--- config.mk ---
export PLATFORM = sky130hd
export DESIGN_NAME = cvrc_top
export DESIGN_NICKNAME = d
export VERILOG_FILES = /design/src/logic/cvrc_pkg.sv /design/src/logic/cvrc_top.sv
export SDC_FILE = /design/constraint.sdc
export NUM_CORES = 1
export LEC_CHECK = 0
export CELL_PAD_IN_SITES_DETAIL_PLACEMENT = 0
export CELL_PAD_IN_SITES_GLOBAL_PLACEMENT = 1
export CORE_MARGIN = 8
export CORE_UTILIZATION = 30
export DETAILED_ROUTE_END_ITERATION = 12
export DONT_BUFFER_PORTS = 1
export PLACE_DENSITY = 0.56
export SLEW_MARGIN = 20
export SYNTH_ARGS = -nofsm -noshare
export SYNTH_HDL_FRONTEND = slang
export SYNTH_SLANG_ARGS = --single-unit
--- constraint.sdc ---
create_clock -name aclk -period 3.2 [get_ports aclk]
set_clock_uncertainty 0.15 [all_clocks]
set_input_delay 0.32 -clock aclk [delete_from_list [all_inputs] [get_ports aclk]]
set_output_delay 0.32 -clock aclk [all_outputs]
set_load 0.05 [all_outputs]
--- src/logic/cvrc_pkg.sv ---
// package of constants for the comparator reference control bank
// How it works
// reference register: enables, range, fixed, tap
// tap selects ladder level per range
// reference register resets to zero
// software waits settling after enabling reference
// software waits response time after changes
// enabled blocks keep running through sleep
// software clears enables before sleep
// comparator interrupt wakes; vector if enabled
// wake leaves control registers unchanged
// reset restores comparator and reference registers
// disabled, range set, tap zero: ground
// fixed reference forced on with fast oscillator
// reference register reads back last write
package cvrc_pkg;
    // ****************************************
    // register byte offsets (printed index x4)
    // ****************************************
    localparam logic [11:0] CVRC_IDX_REF = 12'h118;
    localparam logic [11:0] CVRC_IDX_CMP1 = 12'h119;
    localparam logic [11:0] CVRC_IDX_CMP2 = 12'h11a;
    localparam logic [11:0] CVRC_IDX_SHARED = 12'h11b;
    localparam logic [11:0] CVRC_IDX_LATCH = 12'h19e;
    localparam logic [13:0] CVRC_ADDR_REF = {CVRC_IDX_REF, 2'b00};
    localparam logic [13:0] CVRC_ADDR_CMP1 = {CVRC_IDX_CMP1, 2'b00};
    localparam logic [13:0] CVRC_ADDR_CMP2 = {CVRC_IDX_CMP2, 2'b00};
    localparam logic [13:0] CVRC_ADDR_SHARED = {CVRC_IDX_SHARED, 2'b00};
    localparam logic [13:0] CVRC_ADDR_LATCH = {CVRC_IDX_LATCH, 2'b00};
    localparam logic [13:0] CVRC_ADDR_IRQ_STAT = 14'h0800;
    localparam logic [13:0] CVRC_ADDR_IRQ_MASK = 14'h0804;
    localparam logic [13:0] CVRC_ADDR_CORE = 14'h0808;
    // ****************************************
    // field positions
    // ****************************************
    localparam int CVRC_B_C1REN = 7;
    localparam int CVRC_B_C2REN = 6;
    localparam int CVRC_B_RANGE = 5;
    localparam int CVRC_B_FIXED = 4;
    localparam int CVRC_B_CMP_ON = 7;
    localparam int CVRC_B_CMP_OUT = 6;
    localparam int CVRC_B_GLOBAL_EN = 7;
    // irq status bits: 0 cmp one change, 1 cmp two change
    localparam int CVRC_B_IRQ1 = 0;
    localparam int CVRC_B_IRQ2 = 1;
    // ****************************************
    // reset values and masks
    // ****************************************
    localparam logic [7:0] CVRC_RST_REF = 8'h00;
    localparam logic [7:0] CVRC_RST_CMP = 8'h00;
    localparam logic [7:0] CVRC_RST_SHARED = 8'h02;
    localparam logic [7:0] CVRC_RST_LATCH = 8'h00;
    localparam logic [7:0] CVRC_WMASK_CMP = 8'hb7;
    localparam logic [7:0] CVRC_WMASK_SHARED = 8'h03;
    localparam logic [7:0] CVRC_WMASK_LATCH = 8'hf0;
    localparam logic [1:0] CVRC_RESP_OKAY = 2'b00;
    localparam logic [1:0] CVRC_RESP_SLVERR = 2'b10;
    // ladder level in 1/96 of supply: low 4*v, high 24+3*v
    localparam logic [6:0] CVRC_HIGH_BASE = 7'h18;
endpackage

--- src/logic/cvrc_top.sv ---
// comparator reference control bank with axi4-lite slave
//
// Design decision made here: the AXI4-Lite interface to the registers.
`timescale 1ns/10ps
`default_nettype none
module cvrc_top
    import cvrc_pkg::*;
(
    input wire logic aclk,
    input wire logic aresetn,
    input wire logic [13:0] s_axi_awaddr,
    input wire logic s_axi_awvalid,
    output logic s_axi_awready,
    input wire logic [31:0] s_axi_wdata,
    input wire logic [3:0] s_axi_wstrb,
    input wire logic s_axi_wvalid,
    output logic s_axi_wready,
    output logic [1:0] s_axi_bresp,
    output logic s_axi_bvalid,
    input wire logic s_axi_bready,
    input wire logic [13:0] s_axi_araddr,
    input wire logic s_axi_arvalid,
    output logic s_axi_arready,
    output logic [31:0] s_axi_rdata,
    output logic [1:0] s_axi_rresp,
    output logic s_axi_rvalid,
    input wire logic s_axi_rready,
    input wire logic cmp_one_out_pin,
    input wire logic cmp_two_out_pin,
    input wire logic fast_internal_osc,
    input wire logic sleep_active,
    output logic cmp_one_ref_enable,
    output logic cmp_two_ref_enable,
    output logic ladder_range_select,
    output logic [3:0] ladder_tap_value,
    output logic [6:0] ladder_reference_out,
    output logic ladder_at_ground,
    output logic fixed_bandgap_ref,
    output logic cmp_one_on,
    output logic cmp_two_on,
    output logic wake_request,
    output logic vector_branch,
    output logic irq
);
    // ****************************************
    // storage
    // ****************************************
    logic [7:0] ref_reg;
    logic [7:0] cmp1_reg;
    logic [7:0] cmp2_reg;
    logic [7:0] shared_reg;
    logic [7:0] latch_reg;
    logic [1:0] irq_stat_reg;
    logic [1:0] irq_mask_reg;
    logic global_irq_enable_reg;
    // pin synchroniser and change detector
    logic [1:0] sync1_reg;
    logic [1:0] sync2_reg;
    logic [1:0] prev_reg;
    // bus holding and answer registers
    logic [13:0] awaddr_reg;
    logic aw_held_reg;
    logic [31:0] wdata_reg;
    logic [3:0] wstrb_reg;
    logic w_held_reg;
    logic bvalid_reg;
    logic [1:0] bresp_reg;
    logic rvalid_reg;
    logic [31:0] rdata_reg;
    logic [1:0] rresp_reg;

    // ****************************************
    // write channel decode
    // ****************************************
    // only byte lane 0 carries a register; other lanes are ignored
    wire logic do_write = aw_held_reg && w_held_reg && !bvalid_reg;
    wire logic wr_lane0 = do_write && wstrb_reg[0];
    wire logic wr_ref = wr_lane0 && awaddr_reg == CVRC_ADDR_REF;
    wire logic wr_cmp1 = wr_lane0 && awaddr_reg == CVRC_ADDR_CMP1;
    wire logic wr_cmp2 = wr_lane0 && awaddr_reg == CVRC_ADDR_CMP2;
    wire logic wr_shared = wr_lane0 && awaddr_reg == CVRC_ADDR_SHARED;
    wire logic wr_latch = wr_lane0 && awaddr_reg == CVRC_ADDR_LATCH;
    wire logic wr_stat = wr_lane0 && awaddr_reg == CVRC_ADDR_IRQ_STAT;
    wire logic wr_mask = wr_lane0 && awaddr_reg == CVRC_ADDR_IRQ_MASK;
    wire logic wr_core = wr_lane0 && awaddr_reg == CVRC_ADDR_CORE;
    wire logic [7:0] wbyte = wdata_reg[7:0];

    // address map check shared by both channels
    function automatic logic addr_known(input logic [13:0] a);
        addr_known = a == CVRC_ADDR_REF || a == CVRC_ADDR_CMP1
            || a == CVRC_ADDR_CMP2 || a == CVRC_ADDR_SHARED
            || a == CVRC_ADDR_LATCH || a == CVRC_ADDR_IRQ_STAT
            || a == CVRC_ADDR_IRQ_MASK || a == CVRC_ADDR_CORE;
    endfunction

    // masked merge: read-only bits keep hardware value
    function automatic logic [7:0] merge(input logic [7:0] old,
        input logic [7:0] nw, input logic [7:0] m);
        merge = (old & ~m) | (nw & m);
    endfunction

    // ****************************************
    // comparator inputs and events
    // ****************************************
    // two stages before any logic sees the pin
    always_ff @(posedge aclk)
    begin
        if (!aresetn)
        begin
            sync1_reg <= 2'b00;
            sync2_reg <= 2'b00;
            prev_reg <= 2'b00;
        end
        else
        begin
            sync1_reg <= {cmp_two_out_pin, cmp_one_out_pin};
            sync2_reg <= sync1_reg;
            // delayed copy feeds only the change detector
            prev_reg <= sync2_reg;
        end
    end

    // a change counts only while that comparator is on
    wire logic [1:0] cmp_on = {cmp2_reg[CVRC_B_CMP_ON],
        cmp1_reg[CVRC_B_CMP_ON]};
    wire logic [1:0] cmp_event = (sync2_reg ^ prev_reg) & cmp_on;

    // ****************************************
    // reference and comparator registers
    // ****************************************
    // sleep has no input here: nothing clears on sleep or wake
    always_ff @(posedge aclk)
    begin
        if (!aresetn)
        begin
            ref_reg <= CVRC_RST_REF;
            cmp1_reg <= CVRC_RST_CMP;
            cmp2_reg <= CVRC_RST_CMP;
            shared_reg <= CVRC_RST_SHARED;
            latch_reg <= CVRC_RST_LATCH;
            global_irq_enable_reg <= 1'b0;
        end
        else
        begin
            // every bit of the reference register is writable
            if (wr_ref)
            begin
                ref_reg <= wbyte;
            end
            // output bits mirror the synced pins unless written
            if (wr_cmp1)
            begin
                cmp1_reg <= merge(cmp1_reg, wbyte, CVRC_WMASK_CMP);
            end
            else
            begin
                cmp1_reg[CVRC_B_CMP_OUT] <= sync2_reg[0];
            end
            if (wr_cmp2)
            begin
                cmp2_reg <= merge(cmp2_reg, wbyte, CVRC_WMASK_CMP);
            end
            else
            begin
                cmp2_reg[CVRC_B_CMP_OUT] <= sync2_reg[1];
            end
            // bit 7 mirrors comparator one, bit 6 comparator two
            if (wr_shared)
            begin
                shared_reg <= merge(shared_reg, wbyte, CVRC_WMASK_SHARED);
            end
            else
            begin
                shared_reg[7:6] <= {sync2_reg[0], sync2_reg[1]};
            end
            // bits 7:4 read back the last write; bits 3:0 stay zero
            if (wr_latch)
            begin
                latch_reg <= merge(latch_reg, wbyte, CVRC_WMASK_LATCH);
            end
            if (wr_core)
            begin
                global_irq_enable_reg <= wbyte[CVRC_B_GLOBAL_EN];
            end
        end
    end

    // ****************************************
    // interrupt status and mask
    // ****************************************
    // set wins over a same-cycle write-one clear
    always_ff @(posedge aclk)
    begin
        if (!aresetn)
        begin
            irq_stat_reg <= 2'b00;
            irq_mask_reg <= 2'b00;
        end
        else
        begin
            irq_stat_reg <= (irq_stat_reg & ~(wr_stat ? wbyte[1:0] : 2'b00))
                | cmp_event;
            // mask bits only gate the output, never the status
            if (wr_mask)
            begin
                irq_mask_reg <= wbyte[1:0];
            end
        end
    end

    wire logic irq_pending = |(irq_stat_reg & irq_mask_reg);
    assign irq = irq_pending;
    // wake in sleep; vector taken only with global enable
    assign wake_request = sleep_active && irq_pending;
    assign vector_branch = wake_request && global_irq_enable_reg;

    // ****************************************
    // analog control outputs
    // ****************************************
    // controls follow the register directly, asleep or awake
    assign cmp_one_ref_enable = ref_reg[CVRC_B_C1REN];
    assign cmp_two_ref_enable = ref_reg[CVRC_B_C2REN];
    assign ladder_range_select = ref_reg[CVRC_B_RANGE];
    assign ladder_tap_value = ref_reg[3:0];
    assign cmp_one_on = cmp_on[0];
    assign cmp_two_on = cmp_on[1];
    // fast oscillator forces the fixed reference on
    assign fixed_bandgap_ref = ref_reg[CVRC_B_FIXED]
        || fast_internal_osc;

    // level in 96ths of supply: v/24 = 4v/96, 1/4+v/32 = (24+3v)/96
    wire logic ladder_off = !ref_reg[CVRC_B_C1REN]
        && !ref_reg[CVRC_B_C2REN];
    wire logic [6:0] tap7 = {3'b000, ref_reg[3:0]};
    wire logic [6:0] level_low = 7'(tap7 << 2);
    wire logic [6:0] level_high = 7'(CVRC_HIGH_BASE + 7'(tap7 * 7'd3));
    wire logic ground_case = ladder_off && ref_reg[CVRC_B_RANGE]
        && ref_reg[3:0] == 4'h0;
    assign ladder_at_ground = ground_case;
    assign ladder_reference_out = ground_case ? 7'h00
        : (ref_reg[CVRC_B_RANGE] ? level_low : level_high);

    // ****************************************
    // axi4-lite write path
    // ****************************************
    // each ready drops while its half of a write is held
    assign s_axi_awready = !aw_held_reg;
    assign s_axi_wready = !w_held_reg;
    assign s_axi_bvalid = bvalid_reg;
    assign s_axi_bresp = bresp_reg;

    // address and data latched independently, answered together
    always_ff @(posedge aclk)
    begin
        if (!aresetn)
        begin
            aw_held_reg <= 1'b0;
            w_held_reg <= 1'b0;
            awaddr_reg <= 14'h0000;
            wdata_reg <= 32'h00000000;
            wstrb_reg <= 4'h0;
            bvalid_reg <= 1'b0;
            bresp_reg <= CVRC_RESP_OKAY;
        end
        else
        begin
            // address half
            if (s_axi_awvalid && !aw_held_reg)
            begin
                awaddr_reg <= s_axi_awaddr;
                aw_held_reg <= 1'b1;
            end
            // data half
            if (s_axi_wvalid && !w_held_reg)
            begin
                wdata_reg <= s_axi_wdata;
                wstrb_reg <= s_axi_wstrb;
                w_held_reg <= 1'b1;
            end
            // both halves held: apply and answer
            if (do_write)
            begin
                bvalid_reg <= 1'b1;
                bresp_reg <= addr_known(awaddr_reg) ? CVRC_RESP_OKAY
                    : CVRC_RESP_SLVERR;
            end
            // answer taken: free both halves
            if (bvalid_reg && s_axi_bready)
            begin
                bvalid_reg <= 1'b0;
                aw_held_reg <= 1'b0;
                w_held_reg <= 1'b0;
            end
        end
    end

    // ****************************************
    // axi4-lite read path
    // ****************************************
    // reads have no side effects on any register
    logic [7:0] rd_byte;
    always_comb
    begin
        rd_byte = 8'h00;
        unique case (s_axi_araddr)
            CVRC_ADDR_REF: rd_byte = ref_reg;
            CVRC_ADDR_CMP1: rd_byte = cmp1_reg;
            CVRC_ADDR_CMP2: rd_byte = cmp2_reg;
            CVRC_ADDR_SHARED: rd_byte = shared_reg;
            CVRC_ADDR_LATCH: rd_byte = latch_reg;
            CVRC_ADDR_IRQ_STAT: rd_byte = {6'h00, irq_stat_reg};
            CVRC_ADDR_IRQ_MASK: rd_byte = {6'h00, irq_mask_reg};
            CVRC_ADDR_CORE: rd_byte = {global_irq_enable_reg, 7'h00};
            default: rd_byte = 8'h00;
        endcase
    end

    // no new address while an answer waits
    assign s_axi_arready = !rvalid_reg;
    assign s_axi_rvalid = rvalid_reg;
    assign s_axi_rdata = rdata_reg;
    assign s_axi_rresp = rresp_reg;

    always_ff @(posedge aclk)
    begin
        if (!aresetn)
        begin
            rvalid_reg <= 1'b0;
            rdata_reg <= 32'h00000000;
            rresp_reg <= CVRC_RESP_OKAY;
        end
        // address taken and answered at the same edge
        else if (s_axi_arvalid && !rvalid_reg)
        begin
            rvalid_reg <= 1'b1;
            rdata_reg <= {24'h000000, rd_byte};
            rresp_reg <= addr_known(s_axi_araddr) ? CVRC_RESP_OKAY
                : CVRC_RESP_SLVERR;
        end
        // answer taken: the next address may follow
        else if (rvalid_reg && s_axi_rready)
        begin
            rvalid_reg <= 1'b0;
        end
    end
endmodule
`default_nettype wire

==> results of run 1 <==
-- stage by stage --
stage	area [um^2]	util, %
2_1_floorplan	3970	-
3_3_place_gp	4020	31.9
3_5_place_dp	4020	31.9
4_1_cts	4650	36.9
5_1_grt	4650	36.9
6_report	4650	36.9
-- placed cells by master, fill, tap and decap left out, types with 3 or more instances in the layout --
cell type      count
ha_1               6
nor3_1             4
buf_4             16
conb_1            26
mux2i_1           34
nor4_2             3
nand4b_1           3
dlygate4sd3_1     31
nor2b_1            8
nor3_4             4
a22oi_1            9
nor4_1             3
o21ai_0           13
nand2b_1           4
clkbuf_16          9
nor2_1            48
inv_1             11
nor3_2             3
a21oi_1           39
dfxtp_1           78
nand3_1            8
nand2_1           65
mux2_2             3
and2_1            10
-- worst max-delay path, delay by kind of cell, from the launching register on --
kind	cells	cell delay (ns)
DFF	1	0.42
buffers and inverters	2	0.28
adders and majority gates	2	0.60
and+or+nand+nor	2	0.43
xor gates and xnor gates	1	0.13
AOI/OAI and AO/OA	1	0.18
-- logic make-up after synthesis --
logic type / Yosys count / share of synthesized area, %
other cells: 1 / 0.0968
mux: 38 / 10.2
simple gates: 181 / 25.1
buf+inv: 56 / 8.72
flops: 78 / 40.3
compound gates: 77 / 11.9
xor+xnor: 3 / 0.678
fa+ha+maj: 8 / 2.97
-- repair_timing --
action / in CTS / in global routing
hold buffers: 31 / 0
hold endpoints to repair: 40 / 0
setup buffers: 0 / 0
endpoints found under the setup margin: 0 / 0
-- worst paths after layout --
kind / start / cells past startpoint / to
max: ref_reg[2]$_SDFFE_PN0P_ / 8 / ladder_reference_out[5]
min: aresetn / 2 / s_axi_rdata[6]$_SDFFE_PN0P_
max reg2reg: s_axi_bvalid$_SDFFE_PP0N_ / 5 / cmp1_reg[0]$_SDFFE_PN0P_
min reg2reg: sync1_reg[1]$_SDFF_PN0_ / 1 / sync2_reg[1]$_SDFF_PN0_
-- report_power, final --
group | leakage (nW) | total, mW | internal, mW | switching (mW)
clock network | 0.153 | 1.11 | 0.689 | 0.424
registers | 0.635 | 1.04 | 0.999 | 0.0428
logic | 0.881 | 0.231 | 0.0662 | 0.165
-- area by class of cell --
cell class | instances | area [um^2] | area share [%]
multi-input cells | 333 | 2080 | 44.7
clock buffers | 10 | 229 | 4.92
repair buffers | 47 | 430 | 9.25
clock inverters | 6 | 93.8 | 2.02
well taps | 172 | 215 | 4.62
flip-flops and latches | 78 | 1560 | 33.5
inverters | 12 | 45.0 | 0.968
-- per-layer routing --
layer	vias up	global-route usage [%]
met5	-	0
met4	0	3.28
met3	5	5.05
met2	100	18.9
met1	1445	16.2
li1	1543	-
==> results.tsv, run 1 <==
metric	value	unit
worstSetupStartpointType	register	
vias	3093	
synth_top_area_share	40.3	%
cp.arrival	2.38	ns
pre_cts_ws	0.682	ns
netlist_top_cells_area	dfxtp_1, mux2i_1, nand2_1	
clock.fmax	350	MHz
nFillCells	1358	
diodes	0	
drcViolationCount	0	
highest_layer	met4	
max_cap_viol_count	0	
relSlewSlack	40.0	%
io_pins	137	
path_cells	ha_1 -> inv_1 -> fa_1 -> or3_1 -> a21oi_1 -> xnor2_1 -> nor2_1 -> buf_4	
p_total	2.39	mW
area_delta_synth_final	20.1	%
maxSlewViolCount	0	
layout-drive-gt1-share	11.3	%
vias_per_cell	4.70	
largest_reg_flops	14	
wl_per_cell	15.8	um
path_clk_slew	0.06	ns
dp_hpwl	7790	um
clockBufferDepth	2	
vdd_drop_max	0.261	mV
fp.coreArea	12600	um^2
endpoint_kind	output pin	
setup_viol	0	
leakagePower	1.67	nW
ys_async_sr_fraction	0	%
wl_met2	4530	um
fin_crit	2.85	ns
dieArea	16800	um^2
ys_ff_latch	78	
ys_types	59	
period_share	89.2	%
critPathKind	reg2out	
grt_pass1_vias	3042	
cts_tree	built	
yosys.area.top_type	dfxtp_1	
setup_tns	0	ns
worst_pin_slew	0.898	ns
yosysWarnings	0	
dr.pass1.iters	4	
drtIter0Drc	192	
fin_nets	564	
gp_congestion	0.787	
numCtsBuffers	9	
die_y	130	um
die_x	130	um
syn-cell-area	3870	um^2
cp_max_fo	5	
cts.sinks	78	
rsz0062_at_grt	false	
clock_latency	0.34	ns
ctsRootBufferMaster	clkbuf_16	
wl_met3	919	um
avgSynthCellArea	8.77	um^2
synth_common_cells	dfxtp_1, nand2_1, nor2_1	
synth_ff_type	dfxtp_1	
portBuffers	0	
h-tree-depth	3	
start_util	30.7	%
synth_edf_count	0	
dpl.cell_count	611	
grt_use_total	12.5	%
worst_hold_slack	0.0408	ns
fp-row-count	41	
run_status	complete, no violations	
ant_nets	0	
stdcell_count	658	
wl_met1	4860	um
slowest_stage	dfxtp_1	
grt_pass1_wl	16400	um
finalHoldViolCount	0	
grt_start_max_net_pins	35	
hold_class	in2reg	
power.density	512	nW/um^2
max_stage_delay	0.42	ns
drt-total-wl	10400	um
ff2ff_setup_slack	0.95	ns
yosysMostFrequentCell	dfxtp_1	
synth-seq-area-share	40.3	%
antenna_found_initial	0	
netlist_instances	442	
cts_resized	0	
overflow	0	
setup_slack	0.346	ns
required	2.73	ns
Power figures use the tool's default switching activity.
==> inputs of run 2 (changes only) <==
Settings changed: CELL_PAD_IN_SITES_DETAIL_PLACEMENT 0 to 1, MAX_ROUTING_LAYER set to met4.
==> run 2 against run 1 <==
Utilization shrank 0.39 points. Largest power group is now registers. Largest cell class unchanged. Setup slack lost 0.046 ns. Global-route usage grew 1.1 points. Die area is the same. Critical path type unchanged. Total power shrank 6.7%.
==> results.tsv, run 2 (synthesized netlist as in run 1, its figures left out) <==
metric	value	unit	change
io_pins	137		unchanged
worstHoldEndpoint	s_axi_rdata[6]$_SDFFE_PN0P_		
drt-total-wl	11100	um	+6.4%
hold_class	in2reg		
post-cts-setup-buffers	0		unchanged
cts.sinks	78		unchanged
endpoint_kind	output pin		
fp.coreArea	12600	um^2	unchanged
start_util	30.7	%	unchanged
cp_max_fo	5		unchanged
clock_latency	0.34	ns	about the same
ff2ff_path_depth	5		unchanged
grt_pass1_vias	3257		+7.1%
cts_resized	0		unchanged
run_status	complete, no violations		
cts_tree	built		
gp_congestion	0.798		+1.4%
setup_tns	0	ns	unchanged
die_y	130	um	unchanged
mostFrequentLayoutCell	dfxtp_1		
dieArea	16800	um^2	unchanged
wl_per_cell	16.8	um	+6.4%
maxSlewViolCount	0		unchanged
reg2reg_from	s_axi_bvalid$_SDFFE_PP0N_		
finalHoldViolCount	0		unchanged
setup_slack	0.300	ns	-0.0460 ns
fin_nets	564		unchanged
ctsRootBufferMaster	clkbuf_16		
diodes	0		unchanged
rsz0062_at_grt	false		
overflow	0		unchanged
period_share	90.6	%	+1.4 points
cp.arrival	2.43	ns	+0.05 ns
clock.fmax	345	MHz	-1.6%
grt_use_total	13.7	%	+1.1 points
relSlewSlack	38.4	%	-1.6 points
area_delta_synth_final	18.9	%	
dp_hpwl	8300	um	+6.6%
portBuffers	0		unchanged
fp-row-count	41		unchanged
dr.pass1.iters	4		unchanged
vdd_drop_max	0.288	mV	+10%
pre_cts_ws	0.680	ns	-0.00160 ns
ff2ff_setup_slack	0.99	ns	+0.04 ns
path_clk_slew	0.06	ns	about the same
layout-drive-gt1-share	11.5	%	+0.21 points
fin_area	4610	um^2	-1.0%
reg2reg_to	cmp1_reg[1]$_SDFFE_PN0P_		
drcViolationCount	0		unchanged
worstSetupStartpointType	register		
hold_depth	2		unchanged
setup_viol	0		unchanged
required	2.73	ns	about the same
clockBufferDepth	2		unchanged
die_x	130	um	unchanged
drtIter0Drc	93		-52%
h-tree-depth	3		unchanged
grt_pass1_wl	17300	um	+5.3%
numCtsBuffers	9		unchanged
antenna_found_initial	0		unchanged
max_cap_viol_count	0		unchanged
grt_start_max_net_pins	35		unchanged
largest_reg_flops	14		unchanged
vias_per_cell	4.82		+2.6%
mostFrequentLayoutCells	dfxtp_1, nand2_1, nor2_1		
worst_pin_slew	0.922	ns	+0.0243 ns
critPathKind	reg2out		
hp-start	aresetn		
place_area	4020	um^2	unchanged
vias	3172		+2.6%
fin_crit	2.90	ns	+0.0460 ns
p_total	2.23	mW	-6.7%
power.density	483	nW/um^2	-5.7%
leakagePower	1.65	nW	-1.0%
nFillCells	1509		+11%
ant_nets	0		unchanged
## run 2: power by group
group          internal (mW)  total, mW  switching, mW
sequential             0.999       1.04         0.0436
combinational         0.0662      0.233          0.166
clock                  0.527      0.950          0.423
## run 2: worst max path at each step
stage,startpoint,end,slack [ns],cells after the start
floorplan,ref_reg[6]$_SDFFE_PN0P_,ladder_reference_out[4],0.17,4
CTS,ref_reg[2]$_SDFFE_PN0P_,ladder_reference_out[5],0.30,8
global placement,ref_reg[2]$_SDFFE_PN0P_,ladder_reference_out[5],0.69,8
detailed placement,ref_reg[2]$_SDFFE_PN0P_,ladder_reference_out[5],0.68,8
finish,ref_reg[2]$_SDFFE_PN0P_,ladder_reference_out[5],0.30,8
global route,ref_reg[2]$_SDFFE_PN0P_,ladder_reference_out[5],0.12,8
## run 2: per-layer routing
layer	up-vias	global-route usage (%)	part of all wire, %
met2	87	20.9	46
met4	0	3.28	0.86
met5	-	-	0
met3	8	5.05	8.0
li1	1553	-	-
met1	1524	16.8	45
## run 2: area by class of cell
class	instances	area [um^2]	share of cell area, %
multi-input cells	333	2080	45.2
clock buffers	9	225	4.89
repair buffers	47	430	9.35
well taps	172	215	4.67
inverters	12	45.0	0.978
flip-flops and latches	78	1560	33.9
clock inverters	7	48.8	1.06
## run 2: timing repair
item / CTS / global route
hold endpoints to repair: 40 / 0
endpoints found under the setup margin: 0 / 0
hold buffers: 31 / 0
## run 2: metrics by stage
step                util (%)  hold slack, ns  instances
global route            36.5          0.0374        658
global placement        31.9           0.235        611
floorplan                  -           0.262        467
detailed placement      31.9           0.250        611
CTS                     36.5          0.0277        658
finish                  36.5          0.0419        658
## run 2: worst max-delay path, stage by stage (launching register included)
cell,delay [ns]
dfxtp_1,0.45
ha_1,0.19
inv_1,0.07
fa_1,0.42
or3_1,0.39
a21oi_1,0.18
xnor2_1,0.13
nor2_1,0.05
buf_4,0.21
